`src/core/ccd_params.svh`:
```
// register indices, field positions and reset values of the channel dividers
`ifndef CCD_PARAMS_SVH
`define CCD_PARAMS_SVH

// ----------------------------------------
// register indices (byte address = 4 x index)
// ----------------------------------------
`define CCD_IX_D0_CNT   9'h190
`define CCD_IX_D0_PH    9'h191
`define CCD_IX_D0_CTL   9'h192
`define CCD_IX_D1_CNT   9'h196
`define CCD_IX_D1_PH    9'h197
`define CCD_IX_D1_CTL   9'h198
`define CCD_IX_D2_S1    9'h199
`define CCD_IX_D2_S2    9'h19b
`define CCD_IX_D2_BYP   9'h19c
`define CCD_IX_D2_DUTY  9'h19d
`define CCD_IX_D3_S1    9'h19e
`define CCD_IX_D3_S2    9'h1a0
`define CCD_IX_D3_BYP   9'h1a1
`define CCD_IX_D3_DUTY  9'h1a2
`define CCD_IX_OUT_EN   9'h1b0
`define CCD_IX_SYNC     9'h1b1
`define CCD_IX_STATUS   9'h1b2

// ----------------------------------------
// field positions
// ----------------------------------------
`define CCD_M_HI        7
`define CCD_M_LO        4
`define CCD_N_HI        3
`define CCD_N_LO        0
`define CCD_PO_HI       3
`define CCD_PO_LO       0
`define CCD_SH_BIT      4
`define CCD_BYP_BIT     7
`define CCD_DIS_BIT     0
`define CCD_DIRECT_BIT  1
`define CCD_BYP1_BIT    4
`define CCD_BYP2_BIT    5
`define CCD_SYNC_BIT    0

// ----------------------------------------
// reset values
// ----------------------------------------
`define CCD_REG_RST     8'h00
`define CCD_OEN_RST     8'h00

`endif

```
`src/core/ccd_pkg.sv`:
```
// types shared by the channel divider files
package ccd_pkg;
	typedef logic [3:0] ccd_nib_t;
	typedef logic [4:0] ccd_cyc_t;
	typedef logic [7:0] ccd_reg_t;
	typedef enum logic [3:0] {
		ST_BYP  = 4'b0001,
		ST_WAIT = 4'b0010,
		ST_HIGH = 4'b0100,
		ST_LOW  = 4'b1000
	} ccd_st_t;
	typedef struct packed {
		ccd_st_t  st;
		ccd_cyc_t cnt;
		logic     out;
		logic     in_q;
		logic     half;
	} ccd_stage_t;
	typedef struct packed {
		logic ready;
		logic err;
	} ccd_apb_t;
	typedef struct packed {
		ccd_reg_t [14:0] regs;
		logic [31:0]     rdata;
		logic            sync;
		logic [5:0]      outs;
	} ccd_top_t;
endpackage

```
`src/core/ccd_apb_port.sv`:
```
// apb handshake: one wait state, error on unmapped address
`timescale 1ns/1ps
`default_nettype none
module ccd_apb_port (
	input  wire logic clk,
	input  wire logic rst,
	input  wire logic psel,
	input  wire logic penable,
	input  wire logic hit,
	output logic      req,
	output logic      take,
	output logic      ready,
	output logic      err
);
	import ccd_pkg::*;
	ccd_apb_t q;
	ccd_apb_t d;

	// first access cycle asks for data, second one completes
	assign req = psel & penable & ~q.ready;
	assign take = psel & penable & q.ready;
	assign ready = q.ready;
	assign err = q.err;

	always_comb begin
		d.ready = req;
		d.err = req & ~hit;
	end

	always_ff @(posedge clk) begin
		if (rst) begin
			q <= '0;
		end else begin
			q <= d;
		end
	end
endmodule
`default_nettype wire

```
`src/core/ccd_stage.sv`:
```
// one divide stage: low/high counting, bypass, duty fix and start delay
`timescale 1ns/1ps
`default_nettype none
module ccd_stage (
	input  wire logic              clk,
	input  wire logic              rst,
	input  wire logic              src_lvl,
	input  wire ccd_pkg::ccd_nib_t m,
	input  wire ccd_pkg::ccd_nib_t n,
	input  wire logic              byp,
	input  wire logic              fix_dis,
	input  wire ccd_pkg::ccd_cyc_t dly,
	input  wire logic              sync,
	output logic                   out
);
	import ccd_pkg::*;
	ccd_stage_t q;
	ccd_stage_t d;
	logic       rise;
	logic       fall;
	logic       odd_fix;

	assign rise = src_lvl & ~q.in_q;
	assign fall = ~src_lvl & q.in_q;
	assign odd_fix = ~fix_dis & ({1'b0, m} == {1'b0, n} + 5'h01);
	assign out = q.out;

	always_comb begin
		d = q;
		d.in_q = src_lvl;
		if (byp) begin
			// counter held idle, input passes with its own duty
			d.st = ST_BYP;
			d.out = src_lvl;
			d.cnt = 5'h00;
			d.half = 1'b0;
		end else if (sync) begin
			d.st = ST_WAIT;
			d.cnt = dly;
			d.out = 1'b0;
			d.half = 1'b0;
		end else begin
			unique case (q.st)
			ST_BYP: begin
				d.st = ST_WAIT;
				d.cnt = 5'h00;
				d.out = 1'b0;
			end
			ST_WAIT: if (rise) begin
				if (q.cnt == 5'h00) begin
					d.out = 1'b1;
					d.st = ST_HIGH;
					d.cnt = {1'b0, n};
				end else begin
					d.cnt = q.cnt - 5'h01;
				end
			end
			ST_HIGH: if (rise) begin
				if (q.cnt == 5'h00) begin
					d.st = ST_LOW;
					d.cnt = {1'b0, m};
					// odd ratio with M one above N and fix enabled: stay high another half cycle
					if (odd_fix) begin
						d.half = 1'b1;
					end else begin
						d.out = 1'b0;
					end
				end else begin
					d.cnt = q.cnt - 5'h01;
				end
			end
			ST_LOW: if (q.half && fall) begin
				d.out = 1'b0;
				d.half = 1'b0;
			end else if (rise) begin
				if (q.cnt == 5'h00) begin
					d.out = 1'b1;
					d.st = ST_HIGH;
					d.cnt = {1'b0, n};
				end else begin
					d.cnt = q.cnt - 5'h01;
				end
			end
			default: begin
				d.st = ST_WAIT;
				d.cnt = 5'h00;
				d.out = 1'b0;
				d.half = 1'b0;
			end
			endcase
		end
	end

	always_ff @(posedge clk) begin
		if (rst) begin
			q <= '{st: ST_WAIT, cnt: 5'h00, out: 1'b0, in_q: 1'b0, half: 1'b0};
		end else begin
			q <= d;
		end
	end

	// ----------------------------------------
	// checks: input edges counted per output phase
	// ----------------------------------------
	logic [5:0] rcnt;
	ccd_cyc_t   dly_h;
	ccd_nib_t   n_h;
	ccd_nib_t   m_h;
	always_ff @(posedge clk) begin
		// the bypass exit cycle ignores input edges, so it must not count them either
		if (rst || byp || sync || q.st == ST_BYP || d.out != q.out) begin
			rcnt <= 6'h00;
		end else begin
			rcnt <= rcnt + {5'h00, rise};
		end
		if (rst || byp) begin
			dly_h <= 5'h00;
		end else if (sync) begin
			dly_h <= dly;
		end
		// counts latched as each phase starts: a register write mid-phase must not skew the check
		if (d.st == ST_HIGH && q.st != ST_HIGH) begin
			n_h <= n;
		end
		if (d.st == ST_LOW && q.st != ST_LOW) begin
			m_h <= m;
		end
	end
endmodule
`default_nettype wire

```
`src/core/ccd_top.sv`:
```
// channel clock dividers with duty fix and coarse phase, apb registers
//
// Function
// - duty fix on after reset; per-divider disable bit turns it off
// - uncorrected output high N+1 of N+M+2 input cycles
// - passed-through input keeps its own duty cycle
// - single-stage output rise delayed by whole input cycles
// - delay code: start-high weight 16, offset bits 8,4,2,1
// - with start-high set delay is offset plus M plus one
// - phase offset only applies after sync; software must sync
// - count register: low count bits 7:4, high count bits 3:0
// - cascaded channel is two 2-to-32 stages, product ratio
// - each count field holds cycles minus one
// - cascade ratio: 1, stage one alone, or product
// - one disable bit per cascade; bypass bits 4 and 5
// - B outputs off after reset until software enables
// - single stage divides by N+M+2, from 2 to 32
// - bypass bit passes input, ratio one, counter idle
//
// The APB register port was left to the implementer.
`timescale 1ns/1ps
`default_nettype none
`include "ccd_params.svh"
module ccd_top (
	input  wire logic        CLK,
	input  wire logic        RST,
	input  wire logic        SRC_CLK,
	input  wire logic        PSEL,
	input  wire logic        PENABLE,
	input  wire logic        PWRITE,
	input  wire logic [11:0] PADDR,
	input  wire logic [31:0] PWDATA,
	output logic [31:0]      PRDATA,
	output logic             PREADY,
	output logic             PSLVERR,
	output logic             OUT_D0,
	output logic             OUT_D1,
	output logic             OUT_D2A,
	output logic             OUT_D2B,
	output logic             OUT_D3A,
	output logic             OUT_D3B
);
	import ccd_pkg::*;

	// ----------------------------------------
	// register slots
	// ----------------------------------------
	localparam logic [4:0] SL_D0_CNT  = 5'h00;
	localparam logic [4:0] SL_D0_PH   = 5'h01;
	localparam logic [4:0] SL_D0_CTL  = 5'h02;
	localparam logic [4:0] SL_D1_CNT  = 5'h03;
	localparam logic [4:0] SL_D1_PH   = 5'h04;
	localparam logic [4:0] SL_D1_CTL  = 5'h05;
	localparam logic [4:0] SL_D2_S1   = 5'h06;
	localparam logic [4:0] SL_D2_S2   = 5'h07;
	localparam logic [4:0] SL_D2_BYP  = 5'h08;
	localparam logic [4:0] SL_D2_DUTY = 5'h09;
	localparam logic [4:0] SL_D3_S1   = 5'h0a;
	localparam logic [4:0] SL_D3_S2   = 5'h0b;
	localparam logic [4:0] SL_D3_BYP  = 5'h0c;
	localparam logic [4:0] SL_D3_DUTY = 5'h0d;
	localparam logic [4:0] SL_OUT_EN  = 5'h0e;
	localparam logic [4:0] SL_SYNC    = 5'h0f;
	localparam logic [4:0] SL_STATUS  = 5'h10;
	localparam logic [4:0] SL_NONE    = 5'h1f;

	localparam ccd_top_t TOP_RST = '{
		regs:  {`CCD_OEN_RST, {14{`CCD_REG_RST}}},
		rdata: 32'h0000_0000,
		sync:  1'b0,
		outs:  6'h00
	};

	// ----------------------------------------
	// state and wiring
	// ----------------------------------------
	ccd_top_t      q;
	ccd_top_t      d;
	logic [4:0]    sl;
	logic          hit;
	logic          ap_req;
	logic          ap_take;
	logic          ap_ready;
	logic          ap_err;
	wire  [5:0]    st_in;
	wire  [5:0]    st_byp;
	wire  [5:0]    st_dis;
	wire  [5:0]    st_out;
	wire ccd_nib_t cfg_m   [6];
	wire ccd_nib_t cfg_n   [6];
	wire ccd_cyc_t cfg_dly [6];

	// ----------------------------------------
	// address decode
	// ----------------------------------------
	function automatic logic [4:0] slot_of(input logic [11:0] a);
		logic [8:0] ix;
		ix = a[10:2];
		slot_of = SL_NONE;
		if (a[11] == 1'b0 && a[1:0] == 2'b00) begin
			case (ix)
			`CCD_IX_D0_CNT:  slot_of = SL_D0_CNT;
			`CCD_IX_D0_PH:   slot_of = SL_D0_PH;
			`CCD_IX_D0_CTL:  slot_of = SL_D0_CTL;
			`CCD_IX_D1_CNT:  slot_of = SL_D1_CNT;
			`CCD_IX_D1_PH:   slot_of = SL_D1_PH;
			`CCD_IX_D1_CTL:  slot_of = SL_D1_CTL;
			`CCD_IX_D2_S1:   slot_of = SL_D2_S1;
			`CCD_IX_D2_S2:   slot_of = SL_D2_S2;
			`CCD_IX_D2_BYP:  slot_of = SL_D2_BYP;
			`CCD_IX_D2_DUTY: slot_of = SL_D2_DUTY;
			`CCD_IX_D3_S1:   slot_of = SL_D3_S1;
			`CCD_IX_D3_S2:   slot_of = SL_D3_S2;
			`CCD_IX_D3_BYP:  slot_of = SL_D3_BYP;
			`CCD_IX_D3_DUTY: slot_of = SL_D3_DUTY;
			`CCD_IX_OUT_EN:  slot_of = SL_OUT_EN;
			`CCD_IX_SYNC:    slot_of = SL_SYNC;
			`CCD_IX_STATUS:  slot_of = SL_STATUS;
			default:         slot_of = SL_NONE;
			endcase
		end
	endfunction

	assign hit = slot_of(PADDR) != SL_NONE;

	ccd_apb_port u_apb (
		.clk     (CLK),
		.rst     (RST),
		.psel    (PSEL),
		.penable (PENABLE),
		.hit     (hit),
		.req     (ap_req),
		.take    (ap_take),
		.ready   (ap_ready),
		.err     (ap_err)
	);

	// ----------------------------------------
	// single-stage dividers 0 and 1
	// ----------------------------------------
	genvar gc;
	for (gc = 0; gc < 2; gc++) begin : g_single
		localparam int CS = 3 * gc;
		logic [7:0] cnt_r;
		logic [7:0] ph_r;
		logic [7:0] ctl_r;
		assign cnt_r = q.regs[CS];
		assign ph_r = q.regs[CS + 1];
		assign ctl_r = q.regs[CS + 2];
		assign st_in[gc] = SRC_CLK;
		assign cfg_m[gc] = cnt_r[`CCD_M_HI:`CCD_M_LO];
		assign cfg_n[gc] = cnt_r[`CCD_N_HI:`CCD_N_LO];
		assign st_byp[gc] = ph_r[`CCD_BYP_BIT];
		assign st_dis[gc] = ctl_r[`CCD_DIS_BIT];
		// start-high adds the low phase on top of the offset
		assign cfg_dly[gc] = ph_r[`CCD_SH_BIT]
			? {1'b0, ph_r[`CCD_PO_HI:`CCD_PO_LO]} + {1'b0, cfg_m[gc]} + 5'h01
			: {1'b0, ph_r[`CCD_PO_HI:`CCD_PO_LO]};
	end

	// ----------------------------------------
	// cascaded dividers 2 and 3
	// ----------------------------------------
	for (gc = 0; gc < 2; gc++) begin : g_cascade
		localparam int CS = 6 + 4 * gc;
		localparam int S1 = 2 + 2 * gc;
		logic [7:0] s1_r;
		logic [7:0] s2_r;
		logic [7:0] byp_r;
		logic [7:0] duty_r;
		assign s1_r = q.regs[CS];
		assign s2_r = q.regs[CS + 1];
		assign byp_r = q.regs[CS + 2];
		assign duty_r = q.regs[CS + 3];
		// stage two counts the output of stage one
		assign st_in[S1] = SRC_CLK;
		assign st_in[S1 + 1] = st_out[S1];
		assign cfg_m[S1] = s1_r[`CCD_M_HI:`CCD_M_LO];
		assign cfg_n[S1] = s1_r[`CCD_N_HI:`CCD_N_LO];
		assign cfg_m[S1 + 1] = s2_r[`CCD_M_HI:`CCD_M_LO];
		assign cfg_n[S1 + 1] = s2_r[`CCD_N_HI:`CCD_N_LO];
		assign st_byp[S1] = byp_r[`CCD_BYP1_BIT];
		assign st_byp[S1 + 1] = byp_r[`CCD_BYP2_BIT];
		assign st_dis[S1] = duty_r[`CCD_DIS_BIT];
		assign st_dis[S1 + 1] = duty_r[`CCD_DIS_BIT];
		// cascade offsets are not supported, both stages start at once
		assign cfg_dly[S1] = 5'h00;
		assign cfg_dly[S1 + 1] = 5'h00;
	end

	// ----------------------------------------
	// divide stages
	// ----------------------------------------
	genvar gi;
	for (gi = 0; gi < 6; gi++) begin : g_stage
		ccd_stage u_stage (
			.clk     (CLK),
			.rst     (RST),
			.src_lvl (st_in[gi]),
			.m       (cfg_m[gi]),
			.n       (cfg_n[gi]),
			.byp     (st_byp[gi]),
			.fix_dis (st_dis[gi]),
			.dly     (cfg_dly[gi]),
			.sync    (q.sync),
			.out     (st_out[gi])
		);
	end

	// ----------------------------------------
	// register file and output stage
	// ----------------------------------------
	always_comb begin
		d = q;
		sl = slot_of(PADDR);
		d.sync = 1'b0;
		if (ap_req) begin
			d.rdata = 32'h0000_0000;
			if (sl <= SL_OUT_EN) begin
				d.rdata = {24'h00_0000, q.regs[sl[3:0]]};
			end else if (sl == SL_STATUS) begin
				d.rdata = {26'h000_0000, st_out};
			end
		end
		if (ap_take && PWRITE && !ap_err) begin
			if (sl <= SL_OUT_EN) begin
				d.regs[sl[3:0]] = PWDATA[7:0];
			end else if (sl == SL_SYNC) begin
				// one-cycle restart of every divider
				d.sync = PWDATA[`CCD_SYNC_BIT];
			end
		end
		// direct route hands the source level straight to the output of divider 0 or 1
		d.outs[0] = q.regs[SL_D0_CTL][`CCD_DIRECT_BIT] ? SRC_CLK : st_out[0];
		d.outs[1] = q.regs[SL_D1_CTL][`CCD_DIRECT_BIT] ? SRC_CLK : st_out[1];
		d.outs[2] = st_out[3];
		d.outs[3] = st_out[3] & q.regs[SL_OUT_EN][0];
		d.outs[4] = st_out[5];
		d.outs[5] = st_out[5] & q.regs[SL_OUT_EN][1];
	end

	always_ff @(posedge CLK) begin
		if (RST) begin
			q <= TOP_RST;
		end else begin
			q <= d;
		end
	end

	assign PRDATA = q.rdata;
	assign PREADY = ap_ready;
	assign PSLVERR = ap_err;
	assign OUT_D0 = q.outs[0];
	assign OUT_D1 = q.outs[1];
	assign OUT_D2A = q.outs[2];
	assign OUT_D2B = q.outs[3];
	assign OUT_D3A = q.outs[4];
	assign OUT_D3B = q.outs[5];
endmodule
`default_nettype wire

```
`config.mk`:
```
export PLATFORM = sky130hd
export DESIGN_NAME = ccd_top
export DESIGN_NICKNAME = d
export VERILOG_FILES = /design/src/core/ccd_pkg.sv /design/src/core/ccd_apb_port.sv /design/src/core/ccd_stage.sv /design/src/core/ccd_top.sv
export VERILOG_INCLUDE_DIRS = /design/src /design/src/core
export SDC_FILE = /design/constraint.sdc
export NUM_CORES = 1
export LEC_CHECK = 0
export BUFFER_PORTS_ARGS = -buffer_cell sky130_fd_sc_hd__buf_2
export CAP_MARGIN = 20
export CORE_MARGIN = 1
export CORE_UTILIZATION = 49
export DETAILED_ROUTE_END_ITERATION = 6
export PLACE_DENSITY = 0.74
export RECOVER_POWER = 100
export SETUP_SLACK_MARGIN = 0.1
export SYNTH_ARGS = -nofsm -noshare
export SYNTH_HDL_FRONTEND = slang
export SYNTH_SLANG_ARGS = --single-unit
```
`constraint.sdc`:
```
create_clock -name CLK -period 2.7 [get_ports CLK]
set_input_delay 0.135 -clock CLK [delete_from_list [all_inputs] [get_ports CLK]]
set_output_delay 0.135 -clock CLK [all_outputs]
set_load 0.02 [all_outputs]
```
==> metrics.yaml <==
critical_path:
  critPathKind: "input port to flop"
  start_kind: "input port"
  worstSetupEndpointType: "flop"
  arrival_ns: 2.86
  worstPathMaxFanout: 8
  required_ns: 3.10
  timing.rr.start: "u_apb.err"
  crit_path_start: "PADDR[9]"
finish:
  syn2layout_area_growth_pct: 11.6
  drive_above_1_share: 0.106
  stdcell_area_um2: 13700
  seq_area_um2: 4120
  multiInputGateArea_um2: 7430
  n_fill_cell: 2238
  num-nets-final: 1670
sta:
  rsz0062_at_grt: "false"
  hold_ws_ns: 0.0427
  post-route-min-period_ns: 2.46
  slew_viol_final: 40
  fmax_ghz: 0.407
  fin_ws_ns: 0.241
  fin_crit_sh: 0.911
  slew_headroom: -0.370
  clock_skew_ns: 0.0157
  setup_violations: 0
  tns_ns: 0
  worst_pin_slew_ns: 2.05
  hold_viol_final: 0
min_path:
  hp-class: "input port to flop"
  min_from: "SRC_CLK"
synthesis:
  ys_ff_latch: 206
  yosysSeqAreaShare: 0.335
  syn_area_um2: 12300
  synth_edf_count: 0
  syn_area_per_cell_um2: 7.85
  netlist_instances: 1567
  yosysWarningCount: 0
  ys.flop_type: "dfxtp_1"
  async_flop_share: 0
  synth_cell_types: 92
routing:
  ant_nets: 0
  wl_per_cell_um: 19.4
  drt_wl_total_mm: 37.6
  via_count: 12000
  detailedRoute.firstPassIterationCount: 6
  drt_iter0_drc: 1064
  drc: 0
  drt-vias-per-instance: 6.20
die:
  start_util: 0.503
  die_area_um2: 25700
  coreArea_um2: 24500
  die_w_um: 160
  die_y_um: 160
  num_io_pins: 90
  fp-row-count: 57
global_routing:
  grt_overflow: 0
  grt_usage: 0.287
  grt_start_max_net_pins: 79
  grt_pass1_vias: 11100
  grt_pass1_wl_mm: 59.4
  antenna_found_initial: 1
clocking:
  clk_pin_slew_worst_paths_ns: 0.06
  tritoncts: "built"
  root_buffer: "clkbuf_16"
  cts.path.max_buffers: 3
  cts_inserted_buffers: 24
  clk_latency_ns: 0.52
  cts_setup_buffers: 0
  cts_sinks: 206
  htreeDepth: 1
outcome:
  outcome: "complete, but fails checks"
  violations: "max-capacitance violations, max-slew violations"
pwr:
  power_w: 0.00824
  ir_drop_v: 0.000491
  p_leak_nw: 5.07
  power_density_nw_per_um2: 600
job:
  drv_cap: 1
placement:
  gp_congestion: 0.976
  numPortBuffers: 41
  dpl-instance-area_um2: 13000
  pre_cts_ws_ns: -0.0952
  hpwl_mm: 26.6
critical path, cell delays in order:
cell	delay, ns
buf_2	0.10
nand3b_1	0.18
clkbuf_1	0.17
nor2_1	0.12
a31o_1	0.26
or4_1	0.50
clkbuf_2	0.23
nor3_2	0.53
nand2_2	0.30
mux2i_1	0.26
nor2_1	0.07
registers in the layout, indices dropped and copies added, names as in the netlist:
register	cells
g_cascade.duty_r	16
g_single.ctl_r	16
g_single.ph_r	16
q	9
OUT_D1	1
u_apb.err	1
g_single.cnt_r	16
PRDATA	8
u_apb.ready	1
g_cascade.s1_r	16
OUT_D2B	1
g_cascade.s2_r	16
g_stage.u_stage.out	6
OUT_D3B	1
OUT_D3A	1
OUT_D2A	1
g_stage.u_stage.q	63
OUT_D0	1
g_cascade.byp_r	16
layer usage:
layer,wire (um),GRT usage,vias to the layer above
li1,-,-,5672
met2,16700,0.448,535
met3,3450,0.0576,100
met5,0,0,-
met4,1420,0.119,0
met1,16000,0.387,5719
path summary, 6_finish.rpt:
path | to | cells after the start | slack [ns]
worst min-delay path | g_stage[0].u_stage.q[1] | 2 | 0.04
worst max-delay path | g_single[0].cnt_r[7] | 11 | 0.24
worst min register to register | g_cascade[0].duty_r[6] | 2 | 0.46
worst max register to register | g_single[0].cnt_r[7] | 6 | 0.38
cells in the final DEF, fill, tap and decap left out, types with 14 or more instances in the layout:
cell,Yosys,routed
o211ai_1,24,24
a22oi_1,18,18
nor2_1,173,175
o21ai_0,84,89
mux2i_1,83,83
nor3_1,60,60
conb_1,1,24
a31oi_1,16,16
clkbuf_1,70,32
nand3_1,86,86
buf_4,35,52
nor3b_1,14,14
dfxtp_1,206,206
a211oi_1,17,17
clkbuf_16,0,25
buf_2,24,24
nor2b_1,35,35
xor2_1,19,19
ha_1,20,20
nand2b_1,19,19
nand2_1,153,153
xnor2_1,28,28
a21oi_1,128,128
inv_1,30,30
Yosys cell counts, types with 4 or more instances:
| master | n | area, um^2 |
|---|---|---|
| nand4_1 | 7 | 43.8 |
| a22oi_1 | 18 | 135 |
| nand2b_1 | 19 | 119 |
| or3_1 | 12 | 75.1 |
| clkbuf_1 | 70 | 263 |
| mux2_2 | 8 | 90.1 |
| o22ai_1 | 6 | 37.5 |
| o21ai_1 | 7 | 35.0 |
| nand2_1 | 153 | 574 |
| mux2i_1 | 83 | 831 |
| a211oi_1 | 17 | 128 |
| o221a_2 | 4 | 45.0 |
| xnor2_1 | 28 | 245 |
| o211a_1 | 5 | 50.1 |
| a31oi_1 | 16 | 100 |
| nand3_1 | 86 | 430 |
| nor4b_1 | 11 | 96.3 |
| o2111ai_1 | 6 | 52.6 |
| ha_1 | 20 | 250 |
| a21o_1 | 5 | 37.5 |
| buf_2 | 24 | 120 |
| nor3b_1 | 14 | 105 |
| buf_6 | 5 | 56.3 |
| o21ai_0 | 84 | 420 |
| mux2_1 | 4 | 45.0 |
| o211ai_1 | 24 | 180 |
| and2_1 | 5 | 31.3 |
| o311ai_0 | 5 | 43.8 |
| nor2_1 | 173 | 649 |
| nor4_1 | 12 | 75.1 |
| dfxtp_1 | 206 | 4120 |
| a32oi_1 | 5 | 43.8 |
| inv_1 | 30 | 113 |
| a2111oi_0 | 7 | 61.3 |
| and3_1 | 11 | 68.8 |
| a21oi_1 | 128 | 641 |
| nand3b_1 | 6 | 45.0 |
| a22o_1 | 5 | 43.8 |
| nor3_1 | 60 | 300 |
| nor2b_1 | 35 | 219 |
| buf_4 | 35 | 263 |
| nor2_2 | 6 | 37.5 |
| xor2_1 | 19 | 166 |
| a221oi_1 | 7 | 61.3 |
where the power goes:
group / switching, W / total, W / leakage (nW) / internal (W)
logic: 0.000951 / 0.00150 / 2.99 / 0.000552
registers: 0.000164 / 0.00332 / 1.66 / 0.00316
clock network: 0.00132 / 0.00342 / 0.412 / 0.00209
total: 0.00244 / 0.00824 / 5.07 / 0.00580
cell families after synthesis:
family / share of synthesized area
and+or+nand+nor: 0.252
adders and majority gates: 0.0236
AOI/OAI and AO/OA: 0.208
buffers and inverters: 0.0672
DFF: 0.335
other: 0.000305
muxes: 0.0798
xor gates and xnor gates: 0.0335
stage by stage:
step,cells,utilization
finish,1941,0.561
global route,1940,0.561
CTS,1940,0.565
detailed placement,1896,0.531
global placement,1896,0.531
floorplan,1590,-
layout make-up:
| class | instances | area share |
|---|---|---|
| Clock inverter | 11 | 0.0102 |
| Tap cell | 324 | 0.0295 |
| Timing Repair Buffer | 119 | 0.0593 |
| Multi-Input combinational cell | 1217 | 0.541 |
| Antenna cell | 1 | 0.000182 |
| Inverter | 30 | 0.00820 |
| Sequential cell | 206 | 0.300 |
| Clock buffer | 33 | 0.0507 |
what timing repair did:
action                                  in CTS  in global routing
resized for setup                            0                  3
hold buffers                                 0                  0
endpoints found under the setup margin       0                  4
(Power assumes the default switching activity.)
